## src/csr_pkg.sv

```systemverilog
// Shared constants and carrier types for the channel slot router
package csr_pkg;

  // ==========================================================================
  // Register map (page zero)
  // ==========================================================================
  localparam logic [7:0] CSR_PAGE_ZERO      = 8'h00;
  localparam logic [7:0] CSR_ADDR_CHAN3     = 8'h0d;
  localparam logic [7:0] CSR_ADDR_CHAN4     = 8'h0e;
  localparam logic [7:0] CSR_ADDR_CHAN5     = 8'h0f;
  localparam logic [7:0] CSR_ADDR_CHAN6     = 8'h10;
  localparam int unsigned CSR_NUM_CHANS     = 4;
  localparam int unsigned CSR_FIRST_CHAN    = 3;

  // ==========================================================================
  // Reset values of the channel configuration registers
  // ==========================================================================
  localparam logic [7:0] CSR_RST_CHAN3      = 8'h02;
  localparam logic [7:0] CSR_RST_CHAN4      = 8'h03;
  localparam logic [7:0] CSR_RST_CHAN5      = 8'h04;
  localparam logic [7:0] CSR_RST_CHAN6      = 8'h05;
  localparam logic [7:0] CSR_RDATA_UNMAPPED = 8'h00;

  // ==========================================================================
  // Field layout
  // ==========================================================================
  localparam int unsigned CSR_SLOT_LSB      = 0;
  localparam int unsigned CSR_SLOT_W        = 6;
  localparam int unsigned CSR_LINE_BIT      = 6;
  localparam int unsigned CSR_RSVD_BIT      = 7;
  localparam int unsigned CSR_HALF_BIT      = 5;
  localparam int unsigned CSR_HALF_POS_W    = 5;
  localparam logic        CSR_LINE_PRIMARY  = 1'b0;
  localparam logic        CSR_LINE_SECOND   = 1'b1;
  localparam int unsigned CSR_SAMPLE_W      = 32;

  // ==========================================================================
  // Carrier types
  // ==========================================================================
  typedef struct packed {
    logic                  line_sel;
    logic [CSR_SLOT_W-1:0] slot_index;
  } csr_chan_cfg_s;

  typedef struct packed {
    logic       wr;
    logic       rd;
    logic [7:0] page;
    logic [7:0] addr;
    logic [7:0] wdata;
  } csr_reg_req_s;

  typedef struct packed {
    logic                  fmt_tdm;
    logic                  right_half;
    logic [CSR_SLOT_W-1:0] slot_num;
  } csr_slot_pos_s;

  typedef struct packed {
    logic                    secondary;
    logic [1:0]              chan;
    logic [CSR_SLOT_W-1:0]   slot_num;
    logic [CSR_SAMPLE_W-1:0] data;
  } csr_out_word_s;

endpackage

```

## src/csr_pipe_buf.sv

```systemverilog
// Two-entry valid/ready buffer with registered outputs
`timescale 1ns/1ns
module csr_pipe_buf #(
  parameter int unsigned W = 8
) (
  // Clock and reset
  input  wire logic         ref_clk_i,
  input  wire logic         reset_i,
  // Filling side
  input  wire logic         in_valid_i,
  input  wire logic [W-1:0] in_data_i,
  output logic              in_ready_o,
  // Draining side
  output logic              out_valid_o,
  output logic [W-1:0]      out_data_o,
  input  wire logic         out_ready_i
);

  typedef struct packed {
    logic         out_valid;
    logic [W-1:0] out_data;
    logic         skid_valid;
    logic [W-1:0] skid_data;
  } buf_state_s;

  buf_state_s state_ff;
  buf_state_s nxt_state;

  // ==========================================================================
  // Next state
  // ==========================================================================
  // Head register feeds the port directly; skid catches the word that arrives
  // in the cycle the drain stalls, so no word is lost
  always_comb begin
    nxt_state = state_ff;
    if (out_ready_i || !state_ff.out_valid) begin
      if (state_ff.skid_valid) begin
        nxt_state.out_valid  = 1'b1;
        nxt_state.out_data   = state_ff.skid_data;
        nxt_state.skid_valid = 1'b0;
      end else begin
        nxt_state.out_valid = in_valid_i;
        if (in_valid_i) begin
          nxt_state.out_data = in_data_i;
        end
      end
    end else if (in_valid_i && !state_ff.skid_valid) begin
      nxt_state.skid_valid = 1'b1;
      nxt_state.skid_data  = in_data_i;
    end
  end

  // State register
  always_ff @(posedge ref_clk_i) begin
    if (reset_i) begin
      state_ff <= '0;
    end else begin
      state_ff <= nxt_state;
    end
  end

  // Ready comes from a flop, so it never depends on the drain combinationally
  assign in_ready_o  = !state_ff.skid_valid;
  assign out_valid_o = state_ff.out_valid;
  assign out_data_o  = state_ff.out_data;

endmodule

```

## src/csr_channel_slot_router.sv

```systemverilog
// Slot and output-line router for serial audio channels 3 to 6
`timescale 1ns/1ns

module csr_channel_slot_router
  import csr_pkg::*;
#(
  parameter int unsigned SAMPLE_W = csr_pkg::CSR_SAMPLE_W
) (
  // Clock and reset
  input  wire logic                         ref_clk_i,
  input  wire logic                         reset_i,
  // Register port
  input  wire csr_pkg::csr_reg_req_s        reg_req_i,
  output logic [7:0]                        reg_rdata_o,
  output logic                              reg_rvalid_o,
  // Slot timing and channel samples
  input  wire logic                         slot_valid_i,
  input  wire csr_pkg::csr_slot_pos_s       slot_pos_i,
  input  wire logic [3:0][SAMPLE_W-1:0]     chan_data_i,
  output logic                              slot_ready_o,
  // Routed words toward the serial output lines
  output logic                              out_valid_o,
  output csr_pkg::csr_out_word_s            out_word_o,
  input  wire logic                         out_ready_i
);

  // ==========================================================================
  // Types and state
  // ==========================================================================
  typedef struct packed {
    csr_chan_cfg_s [CSR_NUM_CHANS-1:0] cfg;
    logic [7:0]                        rdata;
    logic                              rvalid;
  } csr_state_s;

  localparam csr_chan_cfg_s [CSR_NUM_CHANS-1:0] CFG_RESET = {
    csr_chan_cfg_s'(CSR_RST_CHAN6[CSR_LINE_BIT:0]),
    csr_chan_cfg_s'(CSR_RST_CHAN5[CSR_LINE_BIT:0]),
    csr_chan_cfg_s'(CSR_RST_CHAN4[CSR_LINE_BIT:0]),
    csr_chan_cfg_s'(CSR_RST_CHAN3[CSR_LINE_BIT:0])
  };

  csr_state_s    state_ff;
  csr_state_s    nxt_state;
  logic          push_valid;
  csr_out_word_s push_word;
  logic          buf_ready;

  // ==========================================================================
  // Decoding functions
  // ==========================================================================
  // Page-zero address to channel index; shared by the write and read paths
  function automatic logic [2:0] addr_to_chan(input logic [7:0] page, input logic [7:0] addr);
    logic [2:0] res;
    res = 3'h4;
    if (page == CSR_PAGE_ZERO) begin
      unique case (addr)
        CSR_ADDR_CHAN3: res = 3'h0;
        CSR_ADDR_CHAN4: res = 3'h1;
        CSR_ADDR_CHAN5: res = 3'h2;
        CSR_ADDR_CHAN6: res = 3'h3;
        default:        res = 3'h4;
      endcase
    end
    return res;
  endfunction

  // Does a channel's slot field match the slot now on the line
  function automatic logic slot_hit(input csr_chan_cfg_s cfg, input csr_slot_pos_s pos);
    logic hit;
    hit = 1'b0;
    if (pos.fmt_tdm) begin
      hit = (cfg.slot_index == pos.slot_num);
    end else begin
      // Top field bit picks the half, low bits give the position in it
      hit = (cfg.slot_index[CSR_HALF_BIT] == pos.right_half) &&
            (cfg.slot_index[CSR_HALF_POS_W-1:0] == pos.slot_num[CSR_HALF_POS_W-1:0]);
    end
    return hit;
  endfunction

  // ==========================================================================
  // Register access and state update
  // ==========================================================================
  always_comb begin
    logic [2:0] wr_chan;
    logic [2:0] rd_chan;
    wr_chan   = addr_to_chan(reg_req_i.page, reg_req_i.addr);
    rd_chan   = addr_to_chan(reg_req_i.page, reg_req_i.addr);
    nxt_state = state_ff;
    nxt_state.rvalid = 1'b0;
    // Bit 7 of the write data is dropped before it reaches any field
    if (reg_req_i.wr && (wr_chan < 3'h4)) begin
      nxt_state.cfg[wr_chan[1:0]] = csr_chan_cfg_s'(reg_req_i.wdata[CSR_LINE_BIT:CSR_SLOT_LSB]);
    end
    // Unmapped reads answer zero rather than holding stale data
    if (reg_req_i.rd) begin
      nxt_state.rvalid = 1'b1;
      if (rd_chan < 3'h4) begin
        nxt_state.rdata = {1'b0, state_ff.cfg[rd_chan[1:0]]};
      end else begin
        nxt_state.rdata = CSR_RDATA_UNMAPPED;
      end
    end
  end

  // State register
  always_ff @(posedge ref_clk_i) begin
    if (reset_i) begin
      state_ff.cfg    <= CFG_RESET;
      state_ff.rdata  <= '0;
      state_ff.rvalid <= 1'b0;
    end else begin
      state_ff <= nxt_state;
    end
  end

  assign reg_rdata_o  = state_ff.rdata;
  assign reg_rvalid_o = state_ff.rvalid;

  // ==========================================================================
  // Slot routing
  // ==========================================================================
  // Lowest channel wins if software maps two channels to one slot; a slot
  // nobody claims is consumed without producing a word
  always_comb begin
    push_valid = 1'b0;
    push_word  = '0;
    for (int i = CSR_NUM_CHANS - 1; i >= 0; i--) begin
      if (slot_valid_i && slot_hit(state_ff.cfg[i], slot_pos_i)) begin
        push_valid          = 1'b1;
        push_word.secondary = state_ff.cfg[i].line_sel;
        push_word.chan      = 2'(i);
        push_word.slot_num  = slot_pos_i.slot_num;
        push_word.data      = CSR_SAMPLE_W'(chan_data_i[i]);
      end
    end
  end

  // ==========================================================================
  // Output buffer
  // ==========================================================================
  // A stalled receiver backs up into slot_ready_o instead of dropping words
  csr_pipe_buf #(
    .W ($bits(csr_out_word_s))
  ) u_out_buf (
    .ref_clk_i   (ref_clk_i),
    .reset_i     (reset_i),
    .in_valid_i  (push_valid),
    .in_data_i   (push_word),
    .in_ready_o  (buf_ready),
    .out_valid_o (out_valid_o),
    .out_data_o  (out_word_o),
    .out_ready_i (out_ready_i)
  );

  assign slot_ready_o = buf_ready;

endmodule

```

## config.mk

```make
export PLATFORM = sky130hd
export DESIGN_NAME = csr_channel_slot_router
export DESIGN_NICKNAME = d
export VERILOG_FILES = /design/src/csr_pkg.sv /design/src/csr_pipe_buf.sv /design/src/csr_channel_slot_router.sv
export SDC_FILE = /design/constraint.sdc
export NUM_CORES = 1
export LEC_CHECK = 0
export ABC_AREA = 1
export ABC_CLOCK_PERIOD_IN_PS = 2700
export BUFFER_PORTS_ARGS = -buffer_cell sky130_fd_sc_hd__buf_2
export CORE_MARGIN = 2
export CORE_UTILIZATION = 57
export DETAILED_ROUTE_END_ITERATION = 8
export GPL_TIMING_DRIVEN = 0
export MAX_ROUTING_LAYER = met4
export PLACE_DENSITY = 0.94
export SLEW_MARGIN = 30
export SYNTH_ARGS = -nofsm -noshare
export SYNTH_HDL_FRONTEND = slang
export SYNTH_SLANG_ARGS = --single-unit
```

## constraint.sdc

```tcl
create_clock -name ref_clk_i -period 2.7 [get_ports ref_clk_i]
set_input_delay 0.54 -clock ref_clk_i [delete_from_list [all_inputs] [get_ports ref_clk_i]]
set_output_delay 0.54 -clock ref_clk_i [all_outputs]
set_load 0.005 [all_outputs]
```

-- After elaboration in Yosys (flattened, before gate mapping)
Cells that the tools add are included.
Widths: inputs -> output; s select.
- register bits: 120
- input port bits: 166
- logic and storage cells: 76
- eq/ne operators: 16
- bitwise logic cells: 1
- mux-type cells: 23
- magnitude comparators: 3
- reduce and logical (&&, ||, !) cells: 19
- operators with widths (kind ; count):
    $mux 41 ; 5
    $mux 42 ; 1
    $bwmux 28 ; 1
    $eq 6x6->1 ; 4
    $eq 8x4->1 const B ; 3
    $mux 7 ; 3
    $eq 5x5->1 ; 4
    $bmux 7 s2 ; 1
    $demux 7 s2 ; 1
    $pmux 3 s4 ; 1
    $logic_and 1x1->1 ; 11
    $mux 1 ; 9
    $eq 8x5->1 const B ; 1
    $logic_not 8->1 ; 1
    $eq 1x1->1 ; 4
    $reduce_and 2->1 ; 2
    $lt 2x3->1 const B ; 1
    $lt 3x3->1 const B ; 1
    $mux 3 ; 1
    $ge 2x1->1 const B ; 1
    $logic_not 1->1 ; 2
    $reduce_bool 2->1 ; 1
    $reduce_or 2->1 ; 1
    $logic_or 1x1->1 ; 1
    $not 1->1 ; 1

-- Longest topological paths before layout
Gate-level depths: netlist of the first run.
- depth after elaboration: 10
- depth in mapped cells: 15

-- By module
Synthesis of the first run repeated with hierarchy kept, for this count alone.
- cells, all modules: 1340
- area total of the unflattened synthesis: 7968.9 µm²
- by module, submodules not included (module ; area each (µm²) ; cells each ; instances):
    csr_pipe_buf ; 4257.8 ; 670 ; 1
    csr_channel_slot_router ; 3711.1 ; 670 ; 1

-- Worst setup path before layout of the first run
No wires, ideal clock.
- path kind: in2reg
- start: input port slot_pos_i[0] (netlist name)
- end: register u_out_buf.state_ff (netlist bit u_out_buf.out_data_o[37])
- stages on the path: 12
- arrival: 1.821 ns
- library setup time: 0.113 ns
- path slack: 0.766 ns
- required time: 2.587 ns
- cell sequence: buf_2 -> or2_0 -> a21oi_1 -> nand2_1 -> nor2_4 -> nor2_2 -> nand3_2 -> nand2_2 -> buf_6 -> buf_6 -> o21ai_1 -> nor2_1
- cells in the longest elaborated chain, start to end: 10
- elaborated cells on any way between the ends: 32
- classes of those cells: 8 x eq/ne; 14 x mux; 10 x reduce/logical
- ends and longest elaborated chain (item ; line ; RTL):
    start: declaration ; csr_channel_slot_router.sv:18 ; input wire csr_pkg::csr_slot_pos_s slot_pos_i,
    $eq 5x5->1 ; csr_channel_slot_router.sv:77 ; (cfg.slot_index[CSR_HALF_POS_W-1:0] == pos.slot_num[CSR_HALF_POS_W-1:0]);
    $logic_and 1x1->1 ; csr_channel_slot_router.sv:76 ; hit = (cfg.slot_index[CSR_HALF_BIT] == pos.right_half) &&
    $mux 1 ; csr_channel_slot_router.sv:72 ; if (pos.fmt_tdm) begin
    $logic_and 1x1->1 ; csr_channel_slot_router.sv:130 ; if (slot_valid_i && slot_hit(state_ff.cfg[i], slot_pos_i)) begin
    $mux 41 / $mux 1 (equally long branches) (4 in series) ; csr_channel_slot_router.sv:130 ;
    $mux 41 / $reduce_bool 2->1 (equally long branches) ; n/a ;
    $mux 42 / $reduce_and 2->1 (equally long branches) ; n/a ;
    end signal: assignment ; csr_pipe_buf.sv:58 ; state_ff <= nxt_state;
    end: declaration ; csr_pipe_buf.sv:26 ; buf_state_s state_ff;
Parallel ways exist; a longest one is shown, timed or not. The select of a mux whose other input is x is not followed.
A chain may end at the register's enable or synchronous reset.

-- Final worst setup path of the first run
- start: register u_out_buf.state_ff[41] (netlist name)
- end: output port slot_ready_o
- cells in the longest elaborated chain, start to end: 1
- ends and longest elaborated chain (item ; line ; RTL):
    $logic_not 1->1 ; csr_pipe_buf.sv:63 ; assign in_ready_o = !state_ff.skid_valid;
    end: declaration ; csr_channel_slot_router.sv:20 ; output logic slot_ready_o,
Every way passes these cells.

==> results of run 1 <==
path summary, 6_finish.rpt:
check | start | to | slack, ps | cells past startpoint
setup / recovery | u_out_buf.state_ff[41]$_SDFFE_PP0P_ | slot_ready_o | 210 | 4
hold / removal | reg_req_i[2] | state_ff[32]$_SDFFE_PP1P_ | 390 | 3
setup reg to reg | state_ff[23]$_SDFFE_PP0P_ | u_out_buf.state_ff[16]$_SDFFE_PP0P_ | 410 | 12
hold reg to reg | reg_rdata_o[3]$_SDFFE_PP0P_ | reg_rdata_o[3]$_SDFFE_PP0P_ | 460 | 2
sequential cells by signal, indices dropped and copies added (netlist names):
register and count:
state_ff 28, reg_rdata_o 7, reg_rvalid_o 1, u_out_buf.state_ff 42
u_out_buf.out_data_o 41, u_out_buf.out_valid_o 1
cell usage in the layout, fill, tap and decap left out, types with 3 or more instances in the layout:
cell type / netlist / routed
clkbuf_16: 0 / 17
clkinvlp_4: 0 / 3
nand4_1: 4 / 4
buf_2: 24 / 237
nand3_1: 51 / 51
a21oi_1: 141 / 141
nor2_4: 3 / 3
buf_1: 5 / 5
nor2_1: 156 / 156
inv_2: 10 / 10
dfxtp_1: 120 / 120
o211ai_1: 4 / 4
bufinv_16: 0 / 3
buf_6: 10 / 10
inv_1: 142 / 142
nor2_2: 4 / 4
o21ai_0: 42 / 42
buf_4: 53 / 53
nand2_1: 430 / 430
xor2_1: 3 / 3
o21ai_1: 33 / 33
clkbuf_1: 25 / 26
clkinv_2: 0 / 4
cell families after synthesis:
| kind of cell | synth area share |
|---|---|
| simple gates | 0.3488 |
| xor+xnor | 0.003516 |
| compound gates | 0.1486 |
| other cells | 0.0005017 |
| flops | 0.3214 |
| buf+inv | 0.1771 |
critical path: stages (launching register included):
cell	delay, ps
dfxtp_1	310
inv_1	100
clkbuf_1	470
clkbuf_1	450
buf_2	210
power by group:
| part | total (mW) | switching, mW | internal, mW |
|---|---|---|---|
| Clock | 2.29 | 0.829 | 1.47 |
| Combinational | 0.401 | 0.218 | 0.182 |
| Sequential | 1.80 | 0.0109 | 1.79 |
| Total | 4.50 | 1.06 | 3.44 |
per-layer routing:
layer / vias up / routed length, microns
li1: 4335 / -
met1: 3945 / 9409
met2: 458 / 10900
met3: 81 / 2203
met4: 0 / 784
met5: - / 0
layout make-up:
type	instances	area [sq um]	area share
Tap cell	172	215.2	0.02301
Buffer	117	743.2	0.07948
Multi-Input combinational cell	879	3749	0.4009
Inverter	154	580.6	0.06208
Antenna cell	1	2.502	0.0002676
Clock inverter	12	150.1	0.01606
Clock buffer	19	442.9	0.04736
Timing Repair Buffer	213	1066	0.1140
Sequential cell	120	2402	0.2569
==> reports/results.ini, run 1 <==
[detailed_routing]
dr.pass1.iters = 6
vias = 8819
via_per_inst = 5.228
ant_nets = 0
route.detailed.drc = 0
avgRoutedWirePerCell_microns = 13.81
wl_mm = 23.30
dr.first_iter.drc_count = 881

[die]
num_rows = 41
io_pins = 218
start_util = 0.5875
die_w_microns = 118.5
coreArea_sq_mm = 0.01272
die_y_microns = 118.5
fp.dieArea_sq_mm = 0.01405

[logic_synthesis]
synth_fp_nets = 1436
synth_cells = 1270
synth_area_sq_mm = 0.007475
yosysTopAreaCell = dfxtp_1
yosys.cell_types.count = 27
synth_seq_area_share = 0.3214
synth_top_area_share = 0.3214
ys_async_sr_fraction = 0
yosys_warnings = 0
yosys-top-cells-count = 430 x nand2_1, 156 x nor2_1, 142 x inv_1, 141 x a21oi_1, 120 x dfxtp_1
synth_seq_cells = 120
synth_edf_count = 0
ys.flop_type = dfxtp_1
ys_top_cells_by_area = dfxtp_1 32%, nand2_1 22%, a21oi_1 9.4%, nor2_1 7.8%, inv_1 7.1%
yosysMostFrequentCell = nand2_1
syn_avg_cell_area_sq_um = 5.886

[cts]
cts_root_buf = clkbuf_16
ctsHoldBuffers = 0
clk_latency_ps = 420
cts_sinks = 120
clk_pin_slew_ps = 60
post-cts-setup-buffers = 0
cts.path.max_buffers = 2
cts_made_buffers = 17
cts_resized = 0
htree_num_levels = 4
cts_tree = done

[power_and_ir_drop]
leakage_nw = 5.416
powerDensity_mw_per_mm2 = 481.1
p_total_mw = 4.499
ir_worst_vdd_mv = 0.3357

[timing]
post-route-min-period_ps = 2493
clock_skew_ps = 12.79
worst_slack_ps = 206.7
timing.hold.ws_ps = 385.8
tightest_slew_ps = 619.4
fmaxAchievable_mhz = 401.1
rsz0062_at_grt = no
tns_ps = 0
hold_viol = 0
relSlewSlack = 0.5870
drv_slew = 0
setup_violations = 0
fin_crit_sh = 0.9234

[critical_path]
cp.required_ps = 2160
critPathLaunchType = flop
path_class = flop to output pin
cp-end-kind = output pin
cp_max_fo = 10
arrival_ps = 1950

[global_routing]
grt_max_degree = 17
grt_util_met3 = 0.06226
antenna_found_initial = 0
grt_pass1_wl_mm = 36.96
grt_usage = 0.3305
busiest_layer = met2
use_met2 = 0.5509
overflow = 0
grt_pass1_vias = 8038
use_met1 = 0.3948

[cells_and_area]
finish.utilization = 0.7351
final_nets = 1668
num-fill-cells = 1038
final_cells = 1687
drive_above_1_share = 0.2338
area_growth_syn_to_layout_pct = 25.11
final_area_sq_mm = 0.009351

[placed_design]
preCtsSetupSlack_ps = 216.6
place_area_sq_mm = 0.008756
gp_congestion = 0.9780
placed_cells = 1655
hpwl_mm = 16.77
portBuffers = 213

[status]
outcome = finished, final reports clean

[run]
max_cap_viol_count = 0

[worst_hold_path]
hold_path.class = primary input to flop

Note: power is estimated with default switching activity, not from simulation.
==> run 2, diff against run 1 <==
- ABC_CLOCK_PERIOD_IN_PS: 2700 -> 2600
- CORE_ASPECT_RATIO: default -> 2
- CORE_UTILIZATION: 57 -> 53
- PLACE_DENSITY: 0.94 -> 0.88
- clock period: 2.7 -> 2.6 ns (I/O delays scaled with it)
==> reports/results.ini, run 2 (synthesis results as in run 1) <==
[die]
io_pins = 218
fp.dieArea_sq_mm = 0.01513
die_y_microns = 171.9
coreArea_sq_mm = 0.01381
die_w_microns = 87.98
num_rows = 61
start_util = 0.5411

[cells_and_area]
final_cell_mix = 430 x nand2_1, 237 x buf_2, 156 x nor2_1
layout_commonest_cell = nand2_1
drive_above_1_share = 0.2343
regMostFlops = u_out_buf.state_ff
area_growth_syn_to_layout_pct = 25.16
num-fill-cells = 1260
final_nets = 1668
largest_register_ffs = 42
final_area_sq_mm = 0.009355

[timing]
setup_violations = 0
rsz0062_at_grt = no
worst_slack_ps = 254.1
clock_skew_ps = 8.353
tightest_slew_ps = 670.0
drv_slew = 0
post-route-min-period_ps = 2346
tns_ps = 0
hold_viol = 0
relSlewSlack = 0.5533
fmaxAchievable_mhz = 426.3
fin_crit_sh = 0.9023

[cts]
cts_tree = done
htree_num_levels = 4
cts.path.max_buffers = 2
clk_latency_ps = 420
cts_made_buffers = 17
cts_sinks = 120
post-cts-setup-buffers = 0
clk_pin_slew_ps = 60
cts_root_buf = clkbuf_16

[critical_path]
cp-end-kind = flop
cp.required_ps = 2920
r2r_slack_ps = 250
rr_worst_depth = 12
r2r-end = u_out_buf.state_ff[24]$_SDFFE_PP0P_
critPathLaunchType = flop
arrival_ps = 2670
cp_max_fo = 10
reg2reg_from = state_ff[27]$_SDFFE_PP0P_
path_class = flop to flop

[status]
outcome = finished, final reports clean

[global_routing]
grt_usage = 0.3507
overflow = 0
antenna_found_initial = 1
grt_pass1_wl_mm = 39.47
grt_max_degree = 17
grt_pass1_vias = 8444

[placed_design]
gp_congestion = 0.9590
portBuffers = 213
place_area_sq_mm = 0.008777
hpwl_mm = 20.03
preCtsSetupSlack_ps = 2.649

[detailed_routing]
vias = 8756
dr.first_iter.drc_count = 562
ant_nets = 0
avgRoutedWirePerCell_microns = 15.04
via_per_inst = 5.135
wl_mm = 25.64
route.detailed.drc = 0
dr.pass1.iters = 6

[worst_hold_path]
whs_path_depth = 3
hold_path.class = primary input to flop
min-delay-start = reg_req_i[2]
hold_end = state_ff[32]$_SDFFE_PP1P_

[power_and_ir_drop]
leakage_nw = 5.406
ir_worst_vdd_mv = 0.4600
p_total_mw = 4.598
powerDensity_mw_per_mm2 = 491.5

[run]
max_cap_viol_count = 0

run 2: changes by cell type in the layout (fill, tap and decap cells not counted), sizes merged:
| cell | before | now |
|---|---|---|
| bufinv | 3 | 2 |
| clkbuf | 44 | 45 |
| clkinv | 6 | 7 |
| inv | 154 | 153 |
| clkinvlp | 3 | 4 |
run 2: worst max-delay path by stage:
stage,startpoint,end,slack [ps],depth (start not counted)
final,state_ff[27]$_SDFFE_PP0P_,u_out_buf.state_ff[24]$_SDFFE_PP0P_,250,12
after floorplan,slot_pos_i[0],u_out_buf.out_data_o[37]$_SDFFE_PP0P_,690,12
after CTS,u_out_buf.state_ff[41]$_SDFFE_PP0P_,slot_ready_o,110,4
after global routing,state_ff[27]$_SDFFE_PP0P_,u_out_buf.state_ff[24]$_SDFFE_PP0P_,170,12
after global placement,slot_pos_i[4],u_out_buf.state_ff[24]$_SDFFE_PP0P_,10,13
after detailed placement,slot_pos_i[4],u_out_buf.state_ff[24]$_SDFFE_PP0P_,3,13
run 2: per-layer routing:
layer	track usage	vias up	routed length [microns]
met5	-	-	0
li1	-	4332	-
met3	0.06348	131	1806
met2	0.6426	427	13820
met4	0.2288	0	1650
met1	0.3202	3866	8366
run 2: worst max-delay path: stages (launching register included):
cell and delay, ps:
dfxtp_1 360, inv_1 70, nand2_1 120, nand2_1 70
nor2_1 120, nand4_1 480, clkbuf_1 440, nand3_1 150
nand2_1 120, nand2_1 110, nand2_1 90, nor2_1 90
nor2_1 50
run 2: layout make-up:
cell class / instances / area (sq um) / share of cell area
Multi-Input combinational cell: 879 / 3749 / 0.4007
Buffer: 117 / 744.5 / 0.07958
Tap cell: 189 / 236.5 / 0.02528
Sequential cell: 120 / 2402 / 0.2568
Antenna cell: 1 / 2.502 / 0.0002675
Clock inverter: 12 / 127.6 / 0.01364
Timing Repair Buffer: 213 / 1066 / 0.1139
Inverter: 154 / 580.6 / 0.06206
Clock buffer: 20 / 446.7 / 0.04775
run 2: power breakdown:
part           switching, mW  internal (mW)
registers             0.0128           1.86
clock network          0.877           1.43
logic                  0.230          0.190
total                   1.12           3.48
run 2: stage by stage:
step / hold WS [ps] / instances / util
final: 361.0 / 1705 / 0.6772
after global routing: 371.2 / 1705 / 0.6772
after CTS: 356.4 / 1704 / 0.6769
after detailed placement: 455.3 / 1672 / 0.6354
after global placement: 439.9 / 1672 / 0.6354
after floorplan: 429.7 / 1270 / -
run 2: repair_timing:
| action | in CTS | in global routing |
|---|---|---|
| resized for setup | 0 | 2 |
| hold buffers | 0 | 0 |
| setup endpoints to repair | 0 | 1 |
==> run 3, diff against run 2 <==
- ABC_CLOCK_PERIOD_IN_PS: 2600 -> 2400
- GPL_ROUTABILITY_DRIVEN: default -> 0
- clock period: 2.6 -> 2.4 ns (I/O delays scaled with it)
==> reports/results.ini, run 3 (synthesis results as in run 1) <==
[die]
io_pins = 218
start_util = 0.5411
fp.dieArea_sq_mm = 0.01513
num_rows = 61
die_w_microns = 87.98
die_y_microns = 171.9
coreArea_sq_mm = 0.01381

[timing]
worst_slack_ps = 96.96
tns_ps = 0
rsz0062_at_grt = no
timing.hold.ws_ps = 314.0
drv_slew = 0
tightest_slew_ps = 656.7
hold_viol = 0
fin_crit_sh = 0.9596
post-route-min-period_ps = 2303
relSlewSlack = 0.5622
fmaxAchievable_mhz = 434.2
setup_violations = 0
clock_skew_ps = 8.633

[cts]
cts_root_buf = clkbuf_16
clk_latency_ps = 420
cts_made_buffers = 17
cts.path.max_buffers = 2
ctsHoldBuffers = 0
clk_pin_slew_ps = 60
htree_num_levels = 4
cts_sinks = 120
cts_tree = done

[global_routing]
grt_pass1_wl_mm = 38.72
grt_pass1_vias = 8508
antenna_found_initial = 0
overflow = 0
grt_usage = 0.3394
grt_max_degree = 17

[critical_path]
cp.required_ps = 2710
critPathLaunchType = flop
path_class = flop to flop
critPathBufInv = 2
cp-end-kind = flop
path_cells = inv_1, nand2_1, nand2_1, nor2_1, nand4_1, clkbuf_2, nand3_1, nand2_1, nand2_1, nand2_1, nor2_1, nor2_1
crit_top_cell = nand2_1
arrival_ps = 2620
cp_top_family = simple AND/OR/NAND/NOR gates
cp_slowest_stage_delay_ps = 470
cpMaxStageDelayCell = nand4_1
cp_max_fo = 10

[detailed_routing]
ant_nets = 0
avgRoutedWirePerCell_microns = 14.84
dr.first_iter.drc_count = 635
dr.pass1.iters = 6
via_per_inst = 5.288
vias = 9011
route.detailed.drc = 0
wl_mm = 25.29

[cells_and_area]
final_cell_mix = 430 x nand2_1, 237 x buf_2, 156 x nor2_1
regMostFlops = u_out_buf.state_ff
final_nets = 1668
layout_commonest_cell = nand2_1
diodes = 0
final_area_sq_mm = 0.009397
area_growth_syn_to_layout_pct = 25.71
drive_above_1_share = 0.2356
largest_register_ffs = 42

[power_and_ir_drop]
leakage_nw = 5.435
intPower_mw = 3.935
powerDensity_mw_per_mm2 = 548.0
switching_share = 0.2358
combPwrFrac = 0.088
ir_worst_vdd_mv = 0.5494
clkPwrFrac = 0.517
seq_power_share = 0.394
power.switching_mw = 1.214

[placed_design]
portBuffers = 213
place_area_sq_mm = 0.008777
preCtsSetupSlack_ps = -144.4
hpwl_mm = 19.19

[run]
max_cap_viol_count = 0

[status]
outcome = finished, final reports clean

[worst_hold_path]
hold_path.class = primary input to flop

## run 3: cell types whose count changed in the layout (fill, tap and decap cells not counted), sizes merged
cell      delta
diode        -1
clkbuf       +1
bufinv       +1
clkinvlp     -2
## run 3: path summary, 6_finish.rpt
check / slack, ps / startpoint / to / cells after the start
max reg2reg: 100 / state_ff[24]$_SDFFE_PP0P_ / u_out_buf.state_ff[29]$_SDFFE_PP0P_ / 12
min: 310 / reg_req_i[2] / state_ff[32]$_SDFFE_PP1P_ / 3
max: 100 / state_ff[24]$_SDFFE_PP0P_ / u_out_buf.state_ff[29]$_SDFFE_PP0P_ / 12
min reg2reg: 470 / u_out_buf.state_ff[37]$_SDFFE_PP0P_ / u_out_buf.state_ff[37]$_SDFFE_PP0P_ / 2
## run 3: tightest hold or removal path, stage by stage
cell and delay (ps):
buf_2 110, nand2_1 60, nand3_1 50
## run 3: power groups by stage
stage               Sequential [mW]  Clock, mW  Combinational (mW)
global route                   2.03       2.74               0.498
floorplan                      2.07          0               0.216
finish                         2.03       2.66               0.455
CTS                            2.03       2.66               0.447
global placement               2.07          0               0.437
detailed placement             2.07          0               0.442
## run 3: metal layers
layer	track usage	wire length [microns]
met1	0.3060	8216
met2	0.6057	13010
met3	0.06826	1957
met4	0.2528	2102
met5	-	0
## run 3: repair_timing
item / CTS / global route
pin swaps: 0 / 1
gates resized for setup: 1 / 2
endpoints found under the hold margin: 0 / 0
buffers inserted: 0 / 0
cloned: 0 / 0
setup endpoints to repair: 1 / 2
## run 3: final cells by class
class | instances | area [sq um]
fill | 1198 | 4418
multi-input combinational | 879 | 3749
sequential | 120 | 2402
timing repair buffer | 213 | 1066
buffer | 117 | 745.7
inverter | 154 | 580.6
clock buffer | 21 | 470.5
tap | 189 | 236.5
clock inverter | 11 | 146.4
## run 3: metrics by stage
step / cells / power (mW) / util
after floorplan: 1270 / 2.285 / -
after global placement: 1672 / 2.509 / 0.6354
after detailed placement: 1672 / 2.515 / 0.6354
after CTS: 1704 / 5.141 / 0.6801
after global routing: 1704 / 5.266 / 0.6802
final: 1704 / 5.149 / 0.6802
